$ cat config.mk
export PLATFORM = sky130hd
export DESIGN_NAME = pmsc_top
export DESIGN_NICKNAME = d
export VERILOG_FILES = /design/src/verilog/pmsc_sync.v /design/src/verilog/pmsc_stab_cnt.v /design/src/verilog/pmsc_top.v
export VERILOG_INCLUDE_DIRS = /design/src /design/src/common
export SDC_FILE = /design/constraint.sdc
export NUM_CORES = 1
export LEC_CHECK = 0
export BUFFER_PORTS_ARGS = -buffer_cell sky130_fd_sc_hd__buf_2
export CORE_ASPECT_RATIO = 2
export CORE_MARGIN = 2
export CORE_UTILIZATION = 49
export CTS_CLUSTER_SIZE = 12
export DETAILED_ROUTE_END_ITERATION = 6
export PLACE_DENSITY = 0.76
export SLEW_MARGIN = 20
export SYNTH_ARGS = -nofsm -noshare
export SYNTH_HDL_FRONTEND = slang
export SYNTH_HIERARCHICAL = 1
export SYNTH_SLANG_ARGS = --single-unit
$ cat constraint.sdc
create_clock -name clock -period 2.59 [get_ports clock]
set_input_delay 0.777 -clock clock [delete_from_list [all_inputs] [get_ports clock]]
set_output_delay 0.777 -clock clock [all_outputs]
set_load 0.01 [all_outputs]
$ cat src/common/pmsc_consts.vh
// constants for the power monitor and sleep control block
`ifndef PMSC_CONSTS_VH
`define PMSC_CONSTS_VH
// apb byte offsets
`define PMSC_ADDR_PWRCTL   8'h00
`define PMSC_ADDR_AUXCTL   8'h04
`define PMSC_ADDR_CONFIG   8'h08
`define PMSC_ADDR_IRQEN    8'h0C
`define PMSC_ADDR_STATUS   8'h10
// power_control_reg fields
`define PMSC_PC_IDLE       0
`define PMSC_PC_PDOWN      1
`define PMSC_PC_POF        4
`define PMSC_PC_BOF        5
`define PMSC_PC_RST_POR    8'h30
`define PMSC_PC_RST_BOR    8'h20
`define PMSC_PC_RST_OTHER  8'h00
// aux_control_one fields
`define PMSC_AUX_BOI       5
`define PMSC_AUX_BOD       6
// user_config_byte_one fields (own layout)
`define PMSC_CFG_BOV       0
`define PMSC_CFG_WDRST     1
`define PMSC_CFG_XTAL      2
`define PMSC_CFG_RESET     8'h01
// irq_enable_reg_zero fields (own layout)
`define PMSC_IE_GLOBAL     7
`define PMSC_IE_BROWN      5
// oscillator stability counts, cpu clocks
`define PMSC_STAB_XTAL     11'd1024
`define PMSC_STAB_RC       11'd256
`endif

$ cat src/verilog/pmsc_sync.v
// two-flop synchroniser for one level
`timescale 1ns/1ps
module pmsc_sync (
  input  wire clock,  // logic clock
  input  wire rst_b,  // async reset, active low
  input  wire din,    // asynchronous level
  output wire dout    // synchronised level
);
  reg metaQ;
  reg syncQ;
  always @(posedge clock or negedge rst_b) begin
    if (!rst_b) begin
      metaQ <= 1'b0;
      syncQ <= 1'b0;
    end else begin
      metaQ <= din;
      syncQ <= metaQ;
    end
  end
  assign dout = syncQ;
endmodule

$ cat src/verilog/pmsc_stab_cnt.v
// oscillator stability counter run after power-down wake
`timescale 1ns/1ps
`include "pmsc_consts.vh"
module pmsc_stab_cnt (
  input  wire clock,  // logic clock
  input  wire rst_b,  // async reset, active low
  input  wire start,  // one-cycle start pulse
  input  wire xtal,   // crystal oscillator mode
  output reg  done,   // one-cycle pulse at end of count
  output wire busy    // count in progress
);
  reg [10:0] count_q;
  always @(posedge clock or negedge rst_b) begin
    if (!rst_b) begin
      count_q <= 11'h000;
      done    <= 1'b0;
    end else begin
      done <= 1'b0;
      if (start) begin
        count_q <= xtal ? `PMSC_STAB_XTAL : `PMSC_STAB_RC;
      end else if (count_q != 11'h000) begin
        count_q <= count_q - 11'h001;
        if (count_q == 11'h001) begin
          done <= 1'b1;
        end
      end
    end
  end
  assign busy = (count_q != 11'h000);
endmodule

$ cat src/verilog/pmsc_top.v
// power monitor, reset causes and idle/power-down sequencing
// Notes on behaviour
// - brownout resets cpu by default; interrupt select makes it an irq
// - level select 1 picks low threshold, 0 picks high threshold
// - in reset mode cpu reset holds while brownout reports low
// - in irq mode one request per falling crossing, none repeated
// - brownout irq serviced only with global and brownout enables
// - any brownout sets cause flag until software clears it
// - disable bit turns detector off: no reset, no interrupt
// - power-up sets power-on cause flag until software clears it
// - sleep request enters idle; enabled irq or reset ends it
// - power-down request enters power-down and stops oscillator
// - power-down ends on reset, qualified higher-priority wake irq or enabled brownout irq
// - watchdog overflow may reset cpu during power-down
// - brownout reset forces reset at once, also in power-down
// - brownout irq, when enabled, wakes from power-down
// - wake restarts oscillator; irq wake waits 1024 or 256 clocks, reset wake does not
// - watchdog reset wakes if select set; irq if clear and enabled
// - brownout reset wakes only with disable and select clear
// - adc wakes only on rc clock, enabled, irq enabled
// - ext, keypad, comparator wake only if enabled and irq enabled
// - brownout, watchdog and comparators run in power-down
// - power-down bit 1, sleep bit 0, cleared when mode ends
// - control reg resets 30h power-on; 20h brownout, 00h others, or-ed with held cause flags
`timescale 1ns/1ps
`include "pmsc_consts.vh"
module pmsc_top (
  input  wire        clock,           // 200 MHz logic clock
  input  wire        rst_b,           // async reset, active low
  input  wire        psel,            // apb select
  input  wire        penable,         // apb enable
  input  wire        pwrite,          // apb direction
  input  wire [7:0]  paddr,           // apb byte address
  input  wire [31:0] pwdata,          // apb write data
  output reg  [31:0] prdata,          // apb read data
  output reg         pready,          // apb ready
  output reg         pslverr,         // apb error
  input  wire        brownoutLow,     // async comparator, supply low
  input  wire        powerOnDet,      // async power-on detector
  input  wire        extResetReq,     // external reset request, level
  input  wire        watchdogOvf,     // watchdog overflow pulse
  input  wire        wakeIrqPend,     // pending irqs of ext/kbd/cmp/adc/wdt
  input  wire        wakeFeatureOk,   // those sources enabled and set up
  input  wire        wakeIrqEnable,   // their irq enables
  input  wire        wakePrioHigher,  // above in-service priority
  input  wire        adcRcClock,      // adc_rc_clock_select
  input  wire        adcWakeReq,      // adc wake request
  output reg         cpuResetReq,     // processor reset
  output reg         cpuClockEnable,  // cpu clock gate
  output reg         oscEnable,       // main oscillator run
  output reg         brownoutIrq,     // brownout irq to controller
  output reg         brownoutLevelHi, // 1 selects higher threshold
  output reg         brownoutEnable   // detector power
);
  localparam ST_RUN   = 2'd0;
  localparam ST_IDLE  = 2'd1;
  localparam ST_PDOWN = 2'd2;
  localparam ST_STAB  = 2'd3;

  reg  [1:0] state_q;
  reg  [7:0] pwrCtl_q;
  reg  [7:0] auxCtl_q;
  reg  [7:0] config_q;
  reg  [7:0] irqEn_q;
  reg        borPrev_q;
  reg        porSeen_q;
  reg        bojReset_q;
  reg        loadCause_q;
  wire       borSync;
  wire       porSync;
  wire       stabDone;
  wire       stabBusy;

  function [7:0] field8;
    input [31:0] d;
    begin
      field8 = d[7:0];
    end
  endfunction

  pmsc_sync uBorSync (
    .clock (clock),
    .rst_b (rst_b),
    .din   (brownoutLow),
    .dout  (borSync)
  );
  pmsc_sync uPorSync (
    .clock (clock),
    .rst_b (rst_b),
    .din   (powerOnDet),
    .dout  (porSync)
  );

  wire bodOff   = auxCtl_q[`PMSC_AUX_BOD];
  wire boiSel   = auxCtl_q[`PMSC_AUX_BOI];
  wire borActive = borSync & ~bodOff;
  wire borFall  = borActive & ~borPrev_q;
  wire borResetMode = borActive & ~boiSel;
  wire boIrqEvt = borFall & boiSel;
  wire boIrqOk  = irqEn_q[`PMSC_IE_GLOBAL] & irqEn_q[`PMSC_IE_BROWN];
  wire wdResetSel = config_q[`PMSC_CFG_WDRST];
  wire wdReset  = watchdogOvf & wdResetSel;
  wire anyReset = borResetMode | porSync | extResetReq | wdReset;
  wire srcWake  = wakeIrqPend & wakeFeatureOk & wakeIrqEnable
                  & wakePrioHigher;
  // adc shares the feature, enable and priority qualifiers of other sources
  wire adcWake  = adcWakeReq & adcRcClock & wakeFeatureOk & wakeIrqEnable
                  & wakePrioHigher;
  wire boWake   = boIrqEvt & boIrqOk;
  wire pdWake   = srcWake | adcWake | boWake;
  wire idleWake = (wakeIrqPend & wakeIrqEnable) | boWake;
  wire wrEn     = psel & penable & pwrite & pready;
  wire wrPc     = wrEn & (paddr == `PMSC_ADDR_PWRCTL);

  // detector state, edge history and reset-cause latches
  always @(posedge clock or negedge rst_b) begin
    if (!rst_b) begin
      borPrev_q   <= 1'b0;
      porSeen_q   <= 1'b0;
      bojReset_q  <= 1'b0;
      loadCause_q <= 1'b0;
    end else begin
      borPrev_q <= borActive;
      if (anyReset) begin
        porSeen_q   <= porSeen_q | porSync;
        bojReset_q  <= bojReset_q | borResetMode;
        loadCause_q <= 1'b1;
      end else begin
        porSeen_q   <= 1'b0;
        bojReset_q  <= 1'b0;
        loadCause_q <= 1'b0;
      end
    end
  end

  // power control register and mode sequencing
  always @(posedge clock or negedge rst_b) begin
    if (!rst_b) begin
      pwrCtl_q <= `PMSC_PC_RST_POR;
      state_q  <= ST_RUN;
    end else if (anyReset) begin
      state_q <= ST_RUN;
      pwrCtl_q[`PMSC_PC_IDLE]  <= 1'b0;
      pwrCtl_q[`PMSC_PC_PDOWN] <= 1'b0;
    end else begin
      if (loadCause_q) begin
        // reset just released: load value by cause, keep sticky flags
        if (porSeen_q) begin
          pwrCtl_q <= `PMSC_PC_RST_POR;
        end else if (bojReset_q) begin
          pwrCtl_q <= `PMSC_PC_RST_BOR | (pwrCtl_q & 8'h10);
        end else begin
          pwrCtl_q <= `PMSC_PC_RST_OTHER | (pwrCtl_q & 8'h30);
        end
      end else if (wrPc) begin
        pwrCtl_q <= field8(pwdata);
        if (borFall) begin
          pwrCtl_q[`PMSC_PC_BOF] <= 1'b1;
        end
      end else if (borFall) begin
        pwrCtl_q[`PMSC_PC_BOF] <= 1'b1;
      end
      case (state_q)
        ST_RUN: begin
          if (pwrCtl_q[`PMSC_PC_PDOWN]) begin
            state_q <= ST_PDOWN;
          end else if (pwrCtl_q[`PMSC_PC_IDLE]) begin
            state_q <= ST_IDLE;
          end
        end
        ST_IDLE: begin
          if (idleWake) begin
            state_q <= ST_RUN;
            pwrCtl_q[`PMSC_PC_IDLE] <= 1'b0;
          end
        end
        ST_PDOWN: begin
          if (pdWake) begin
            state_q <= ST_STAB;
          end
        end
        ST_STAB: begin
          if (stabDone) begin
            state_q <= ST_RUN;
            pwrCtl_q[`PMSC_PC_PDOWN] <= 1'b0;
            pwrCtl_q[`PMSC_PC_IDLE]  <= 1'b0;
          end
        end
        default: begin
          state_q <= ST_RUN;
        end
      endcase
    end
  end

  pmsc_stab_cnt uStab (
    .clock (clock),
    .rst_b (rst_b),
    .start (state_q == ST_PDOWN && pdWake && !anyReset),
    .xtal  (config_q[`PMSC_CFG_XTAL]),
    .done  (stabDone),
    .busy  (stabBusy)
  );

  // apb slave: zero wait, other registers, read mux
  always @(posedge clock or negedge rst_b) begin
    if (!rst_b) begin
      auxCtl_q <= 8'h00;
      config_q <= `PMSC_CFG_RESET;
      irqEn_q  <= 8'h00;
      prdata   <= 32'h0000_0000;
      pready   <= 1'b0;
      pslverr  <= 1'b0;
    end else begin
      pready  <= psel & ~penable;
      pslverr <= 1'b0;
      if (psel & ~penable) begin
        case (paddr)
          `PMSC_ADDR_PWRCTL: prdata <= {24'h00_0000, pwrCtl_q};
          `PMSC_ADDR_AUXCTL: prdata <= {24'h00_0000, auxCtl_q};
          `PMSC_ADDR_CONFIG: prdata <= {24'h00_0000, config_q};
          `PMSC_ADDR_IRQEN:  prdata <= {24'h00_0000, irqEn_q};
          `PMSC_ADDR_STATUS: prdata <= {27'h000_0000, stabBusy,
                                        borSync, state_q, 1'b0};
          default: begin
            prdata  <= 32'h0000_0000;
            pslverr <= 1'b1;
          end
        endcase
      end
      if (wrEn) begin
        case (paddr)
          `PMSC_ADDR_AUXCTL: auxCtl_q <= field8(pwdata);
          `PMSC_ADDR_CONFIG: config_q <= field8(pwdata);
          `PMSC_ADDR_IRQEN:  irqEn_q  <= field8(pwdata);
          default: begin
            auxCtl_q <= auxCtl_q;
          end
        endcase
      end
    end
  end

  // registered outputs
  always @(posedge clock or negedge rst_b) begin
    if (!rst_b) begin
      cpuResetReq     <= 1'b1;
      cpuClockEnable  <= 1'b0;
      oscEnable       <= 1'b1;
      brownoutIrq     <= 1'b0;
      brownoutLevelHi <= 1'b0;
      brownoutEnable  <= 1'b1;
    end else begin
      cpuResetReq     <= anyReset;
      cpuClockEnable  <= ~anyReset & (state_q == ST_RUN);
      oscEnable       <= (state_q != ST_PDOWN) | pdWake | anyReset;
      brownoutIrq     <= boIrqEvt & boIrqOk;
      brownoutLevelHi <= ~config_q[`PMSC_CFG_BOV];
      brownoutEnable  <= ~bodOff;
    end
  end
endmodule

== After elaboration in Yosys (flattened, before gate mapping) ==
Index checks and enable logic that the tools add are counted.

* Logic and storage cells: 129
* ROM bits: 0
* Register bits after elaboration: 94
* Bits of input ports: 55
* Latch bits: 0
* Memories kept: 0
* Memory bits (writable): 0

* $lt $le $gt $ge: 0
* Equality and inequality tests: 15
* Shift-type cells: 0
* Divide/modulo/power cells: 0
* Multiplexer cells: 32
* Multipliers: 0
* Bitwise gates (word level): 37
* $add $sub $neg: 1
* Reduce and logical (&&, ||, !) cells: 17

{| class="wikitable"
|+ Operator list
! cell !! number
|-
| 8-bit case mux with 5 select lines || 1
|-
| 11-bit 2-to-1 mux || 3
|-
| 1-bit bitwise AND || 21
|-
| 2-bit 2-to-1 mux || 9
|-
| 8-bit by 4-bit == test with 1-bit output, second input constant || 2
|-
| 1-bit 2-to-1 mux || 13
|-
| 6-bit 2-to-1 mux || 2
|-
| 11-bit by 1-bit == test with 1-bit output, second input constant || 1
|-
| 11-bit nonzero test || 1
|-
| 11-bit by 1-bit subtractor with 11-bit output, second input constant || 1
|-
| 1-bit bitwise OR || 10
|-
| 3-bit != test, second input constant || 3
|-
| 8-bit by 3-bit == test with 1-bit output, second input constant || 1
|-
| 8-bit by 5-bit == test with 1-bit output, second input constant || 1
|-
| 8-bit zero test || 1
|-
| 8-bit 2-to-1 mux || 1
|-
| 2-bit case mux with 4 select lines || 1
|-
| 2-bit AND reduction || 4
|-
| 1-bit inverter || 6
|-
| 3-bit AND reduction || 2
|-
| 5-bit 2-to-1 mux || 1
|-
| 5-bit OR reduction || 1
|-
| 2-bit == test, second input constant || 2
|-
| 2-bit != test, second input constant || 2
|-
| other kinds (10) || 12
|}

== Longest topological paths before layout ==
* Depth in word-level cells: 9
* Depth in mapped cells: 8
* Gate-level depth less buffers: 7

== Modules after synthesis ==
Netlist, hierarchy kept.

{| class="wikitable"
|+ Modules (own cells, without submodules)
! module !! times used !! area an instance (µm²) !! cells an instance
|-
| pmsc_top || 1 || 2,645.0 || 212
|-
| pmsc_stab_cnt || 1 || 624.3 || 67
|-
| pmsc_sync || 2 || 50.0 || 2
|}

== Worst setup path before layout ==
No wires, ideal clock.

* Path kind: input to register
* Start point: input watchdogOvf
* End point: register uStab.count_q[7]
* Path slack: -93 ps
* Cell stages on the path: 7
* Setup time: 125 ps
* Path buffers: 2
* Data arrival time: 2,559 ps
* Data required time: 2,465 ps
* Cells stage by stage: a211oi_1 -> o21ai_1 -> clkbuf_1 -> nor4_1 -> clkbuf_1 -> nor2_1 -> mux2_2

* Cells in the longest elaborated chain, start to end: 5
* Elaborated cells between the ends (all ways): 6
* Those cells by class: mux (1); bitwise (2); reduce/logical (3)

{| class="wikitable"
|+ Ends and longest elaborated chain
! element !! RTL line !! text
|-
| start: declaration || pmsc_top.v:41 || <nowiki>input wire watchdogOvf,</nowiki>
|-
| 1-bit bitwise AND (*) || pmsc_top.v:102 || <nowiki>wire wdReset = watchdogOvf & wdResetSel;</nowiki>
|-
| 1-bit bitwise OR (*) || pmsc_top.v:103 || <nowiki>wire anyReset = borResetMode | porSync | extResetReq | wdReset;</nowiki>
|-
| via anyReset || pmsc_top.v:103 ||
|-
| 1-bit zero test (*) || pmsc_top.v:199 || <nowiki>.start (state_q == ST_PDOWN && pdWake && !anyReset),</nowiki>
|-
| 1-bit logical AND (*) || pmsc_top.v:199 ||
|-
| 11-bit 2-to-1 mux or 2-bit nonzero test (tied branches) || - ||
|-
| end signal: assignment || pmsc_stab_cnt.v:20 || <nowiki>count_q <= xtal ? `PMSC_STAB_XTAL : `PMSC_STAB_RC;</nowiki>
|-
| end signal: assignment || pmsc_stab_cnt.v:22 || <nowiki>count_q <= count_q - 11'h001;</nowiki>
|-
| end: declaration || pmsc_stab_cnt.v:12 || <nowiki>reg [10:0] count_q;</nowiki>
|}

The timed path passes the listed nets; every way through them passes the cells marked *.
A chain may end at the register's enable or synchronous reset.

== Worst setup path in the final report ==
* Start point: input paddr[1]
* End point: register auxCtl_q[1]

* Cells in the longest elaborated chain, start to end: 2

{| class="wikitable"
|+ Ends and longest elaborated chain
! element !! RTL line !! text
|-
| start: declaration || pmsc_top.v:33 || <nowiki>input wire [7:0] paddr,</nowiki>
|-
| 8-bit by 3-bit == test with 1-bit output || pmsc_top.v:232 || <nowiki>case (paddr)</nowiki>
|-
| 2-bit AND reduction (no source line) || - ||
|-
| end signal: assignment || pmsc_top.v:233 || <nowiki>`PMSC_ADDR_AUXCTL: auxCtl_q <= field8(pwdata);</nowiki>
|-
| end signal: assignment || pmsc_top.v:237 || <nowiki>auxCtl_q <= auxCtl_q;</nowiki>
|-
| end: declaration || pmsc_top.v:62 || <nowiki>reg [7:0] auxCtl_q;</nowiki>
|}

No other way between the ends.

==> flow_summary_export.csv <==
group,metric,value,unit
run_status,status,"finished, final reports clean",
worst_setup_path,cp_slowest_cell,"or4_4",
yosys,ys_ff_latch,70,
global_route,grt_use_met3,6.03,%
global_route,grt_pass1_vias,2515,
detailed_routing,dr.pass1.iters,4,
floorplanning,die-area,7600,um^2
yosys,synth_edf_count,0,
placement,io_buffers,46,
worst_setup_path,worst-path-buf-inv,2,
worst_setup_path,worstPathRequired,2.80,ns
floorplanning,row_count,42,
worst_setup_path,cp.arrival,2.51,ns
clock_tree,ctsHoldBuffers,0,
clock_tree,cts-root-buf,"clkbuf_16",
worst_setup_path,crit_path_max_incr_delay,0.59,ns
yosys,synth_top_area_share,47.5,%
yosys,async_flop_share,100,%
clock_tree,post_cts_buffers,0,
floorplanning,core,6620,um^2
worst_setup_path,path_max_fanout,4,
detailed_routing,finalWirelength,7180,um
yosys,ys.warnings.count,6,
timing,worst_slew_pin_slew,0.562,ns
worst_setup_path,path_cells,"buf_2, or4_4, nor3_2, and3b_1, buf_4, mux2_2",
timing,period_needed,2.30,ns
yosys,synthesis.area,3370,um^2
global_route,grt_max_degree,71,
global_route,grt_pass1_wl,12200,um
global_route,overflow,0,
floorplanning,chipHeight,121,um
timing,setup_viol,0,
worst_setup_path,end_kind,"register",
yosys,synthFlopType,"dfrtp_1",
clock_tree,post_cts_resize_count,0,
worst_setup_path,cp-start-kind,"primary input",
yosys,ys_top_cells_by_area,"dfrtp_1 48%, mux2_2 8.4%, buf_4 5.3%",
detailed_routing,antenna_left,0,
timing,finalCritPeriodShare,88.6,%
final_layout,n_antenna_cell,0,
yosys,synthCells,283,
clock_tree,cts_sinks,70,
timing,fmax,436,MHz
timing,relSlewSlack,62.2,%
clock_tree,clock_latency,0.33,ns
global_route,antenna_found_initial,0,
clock_tree,cts_buffers,9,
clock_tree,clk_path_buf_depth,2,
detailed_routing,viasPerCell,5.56,
timing,hold_violations,0,
detailed_routing,drc,0,
job,max_cap_violations,0,
worst_setup_path,cp_top_family,"simple AND/OR/NAND/NOR gates",
clock_tree,h-tree-depth,3,
yosys,yosysUniqueCellTypes,56,
pwr,power_density,641,nW/um^2
global_route,top_usage_layer,"met2",
final_layout,fin_util,60.8,%
final_layout,synthToLayoutAreaGrowth,19.5,%
global_route,use_met1,22.0,%
pwr,power.leakage,1.93,nW
detailed_routing,num_vias,2431,
timing,drv_slew,0,
final_layout,drive_gt1_share,36.1,%
placement,place_congestion,0.825,
clock_tree,clkTransAtPathRegs,0.05,ns
yosys,syn_area_per_cell,11.9,um^2
detailed_routing,drt_iter0_markers,99,
floorplanning,start_util,50.9,%
worst_setup_path,path_class,"primary input to register",
global_route,grt_use_met2,37.7,%
placement,hpwl,5160,um
yosys,synth_seq_area_share,52.2,%
yosys,synth_area_leader_cell,"dfrtp_1",
timing,rsz0062_at_grt,"no",
pwr,vdd_ir_drop_max,0.000428,V
timing,skew,0.00265,ns
floorplanning,die_w,62.6,um
timing,setup_tns,0,ns
final_layout,fin_nets,401,
min_path,holdCritPathClass,"register to register",
detailed_routing,wl_per_cell,16.4,um
floorplanning,ioPinCount,95,
global_route,grt_use_total,21.2,%
clock_tree,tritoncts,"yes",
==> placed cells by master (no fill, tap or decap), drive strengths merged, types with 4 or more instances in the layout <==
cell type / synthesis / routed
nor2: 16 / 16
nor3: 5 / 5
dfrtp: 64 / 64
nor4: 7 / 7
a211oi: 5 / 5
inv: 10 / 10
a21oi: 9 / 9
clkbuf: 8 / 12
nand3: 5 / 5
or3: 4 / 4
buf: 26 / 61
a22o: 6 / 6
nand2b: 5 / 5
nand2: 20 / 20
conb: 1 / 24
mux4: 8 / 8
nor3b: 5 / 5
dfstp: 6 / 6
mux2: 25 / 25
a22oi: 4 / 4
==> power by group <==
| group | switching (mW) | leakage [nW] | internal (mW) |
|---|---|---|---|
| clock network | 0.433 | 0.157 | 0.865 |
| registers | 0.0142 | 0.901 | 1.12 |
| logic | 0.0875 | 0.870 | 0.0575 |
==> state kept, by name, indices dropped and copies added, names as in the netlist, 2 cells and up <==
| signal | count |
|---|---|
| auxCtl_q | 8 |
| uStab/count_q | 11 |
| pwrCtl_q | 8 |
| irqEn_q | 8 |
| state_q | 2 |
| prdata | 8 |
| config_q | 8 |
==> cell families after synthesis <==
logic type | after synthesis | synth area share, %
other cells | 1 | 0.111
simple gates | 87 | 15.2
buf+inv | 44 | 7.61
compound gates | 42 | 9.28
mux | 36 | 14.6
flops | 70 | 52.2
xor+xnor | 1 | 0.260
fa+ha+maj | 2 | 0.743
==> worst paths after layout <==
kind                                     startpoint                      endpoint  slack [ns]  depth (start not counted)
max                                        paddr[1]       auxCtl_q[1]$_DFFE_PN0P_        0.29                          6
min in group asynchronous                     rst_b           porSeen_q$_DFF_PN0_        0.45                          2
max reg2reg                 auxCtl_q[6]$_DFFE_PN0P_  uStab/count_q[6]$_DFFE_PN0P_        0.49                          8
max in group asynchronous                     rst_b      brownoutEnable$_DFF_PN1_        1.79                          2
min                        uPorSync/metaQ$_DFF_PN0_       uPorSync/dout$_DFF_PN0_        0.34                          0
min reg2reg                uPorSync/metaQ$_DFF_PN0_       uPorSync/dout$_DFF_PN0_        0.34                          0
==> Yosys cell counts, types with 2 or more instances <==
cell type and number:
a211oi_1 5, a21oi_1 9, a221o_1 2, a22o_1 6, a22oi_1 4, and3_1 2, buf_4 24, clkbuf_1 8
dfrtp_1 64, dfstp_2 6, ha_1 2, inv_1 10, mux2_2 25, mux2i_1 3, mux4_2 8, nand2_1 20
nand2b_1 5, nand3_1 5, nand3b_1 2, nand4_1 3, nor2_1 16, nor2b_1 3, nor3_1 4, nor3b_1 5
nor4_1 5, nor4_4 2, nor4b_1 2, o21ai_0 2, o21bai_1 2, or2_2 2, or3_1 2
==> metrics by stage <==
stage | cell area, um^2 | setup slack (ns) | cells | total power [mW] | hold WS [ns]
floorplan | 3460 | 0.00800 | 306 | 1.26 | 0.331
global placement | 3710 | 0.0855 | 421 | 1.30 | 0.334
detailed placement | 3710 | -0.0120 | 421 | 1.30 | 0.335
CTS | 4030 | 0.314 | 437 | 2.60 | 0.345
global route | 4030 | 0.263 | 437 | 2.68 | 0.360
finish | 4030 | 0.294 | 437 | 2.58 | 0.344
==> layout make-up <==
cell class / count / area (um^2)
timing repair buffer: 61 / 355
sequential: 70 / 1760
tap: 88 / 110
multi-input combinational: 192 / 1450
clock inverter: 4 / 70.1
clock buffer: 12 / 246
fill: 564 / 2600
inverter: 10 / 37.5
==> per-layer routing <==
metal	share of wire (%)	wire length (um)
met1	37	2630
met3	4.8	342
met5	0	0
met2	56	3990
met4	3.0	214
Power figures use the tool's default switching activity.
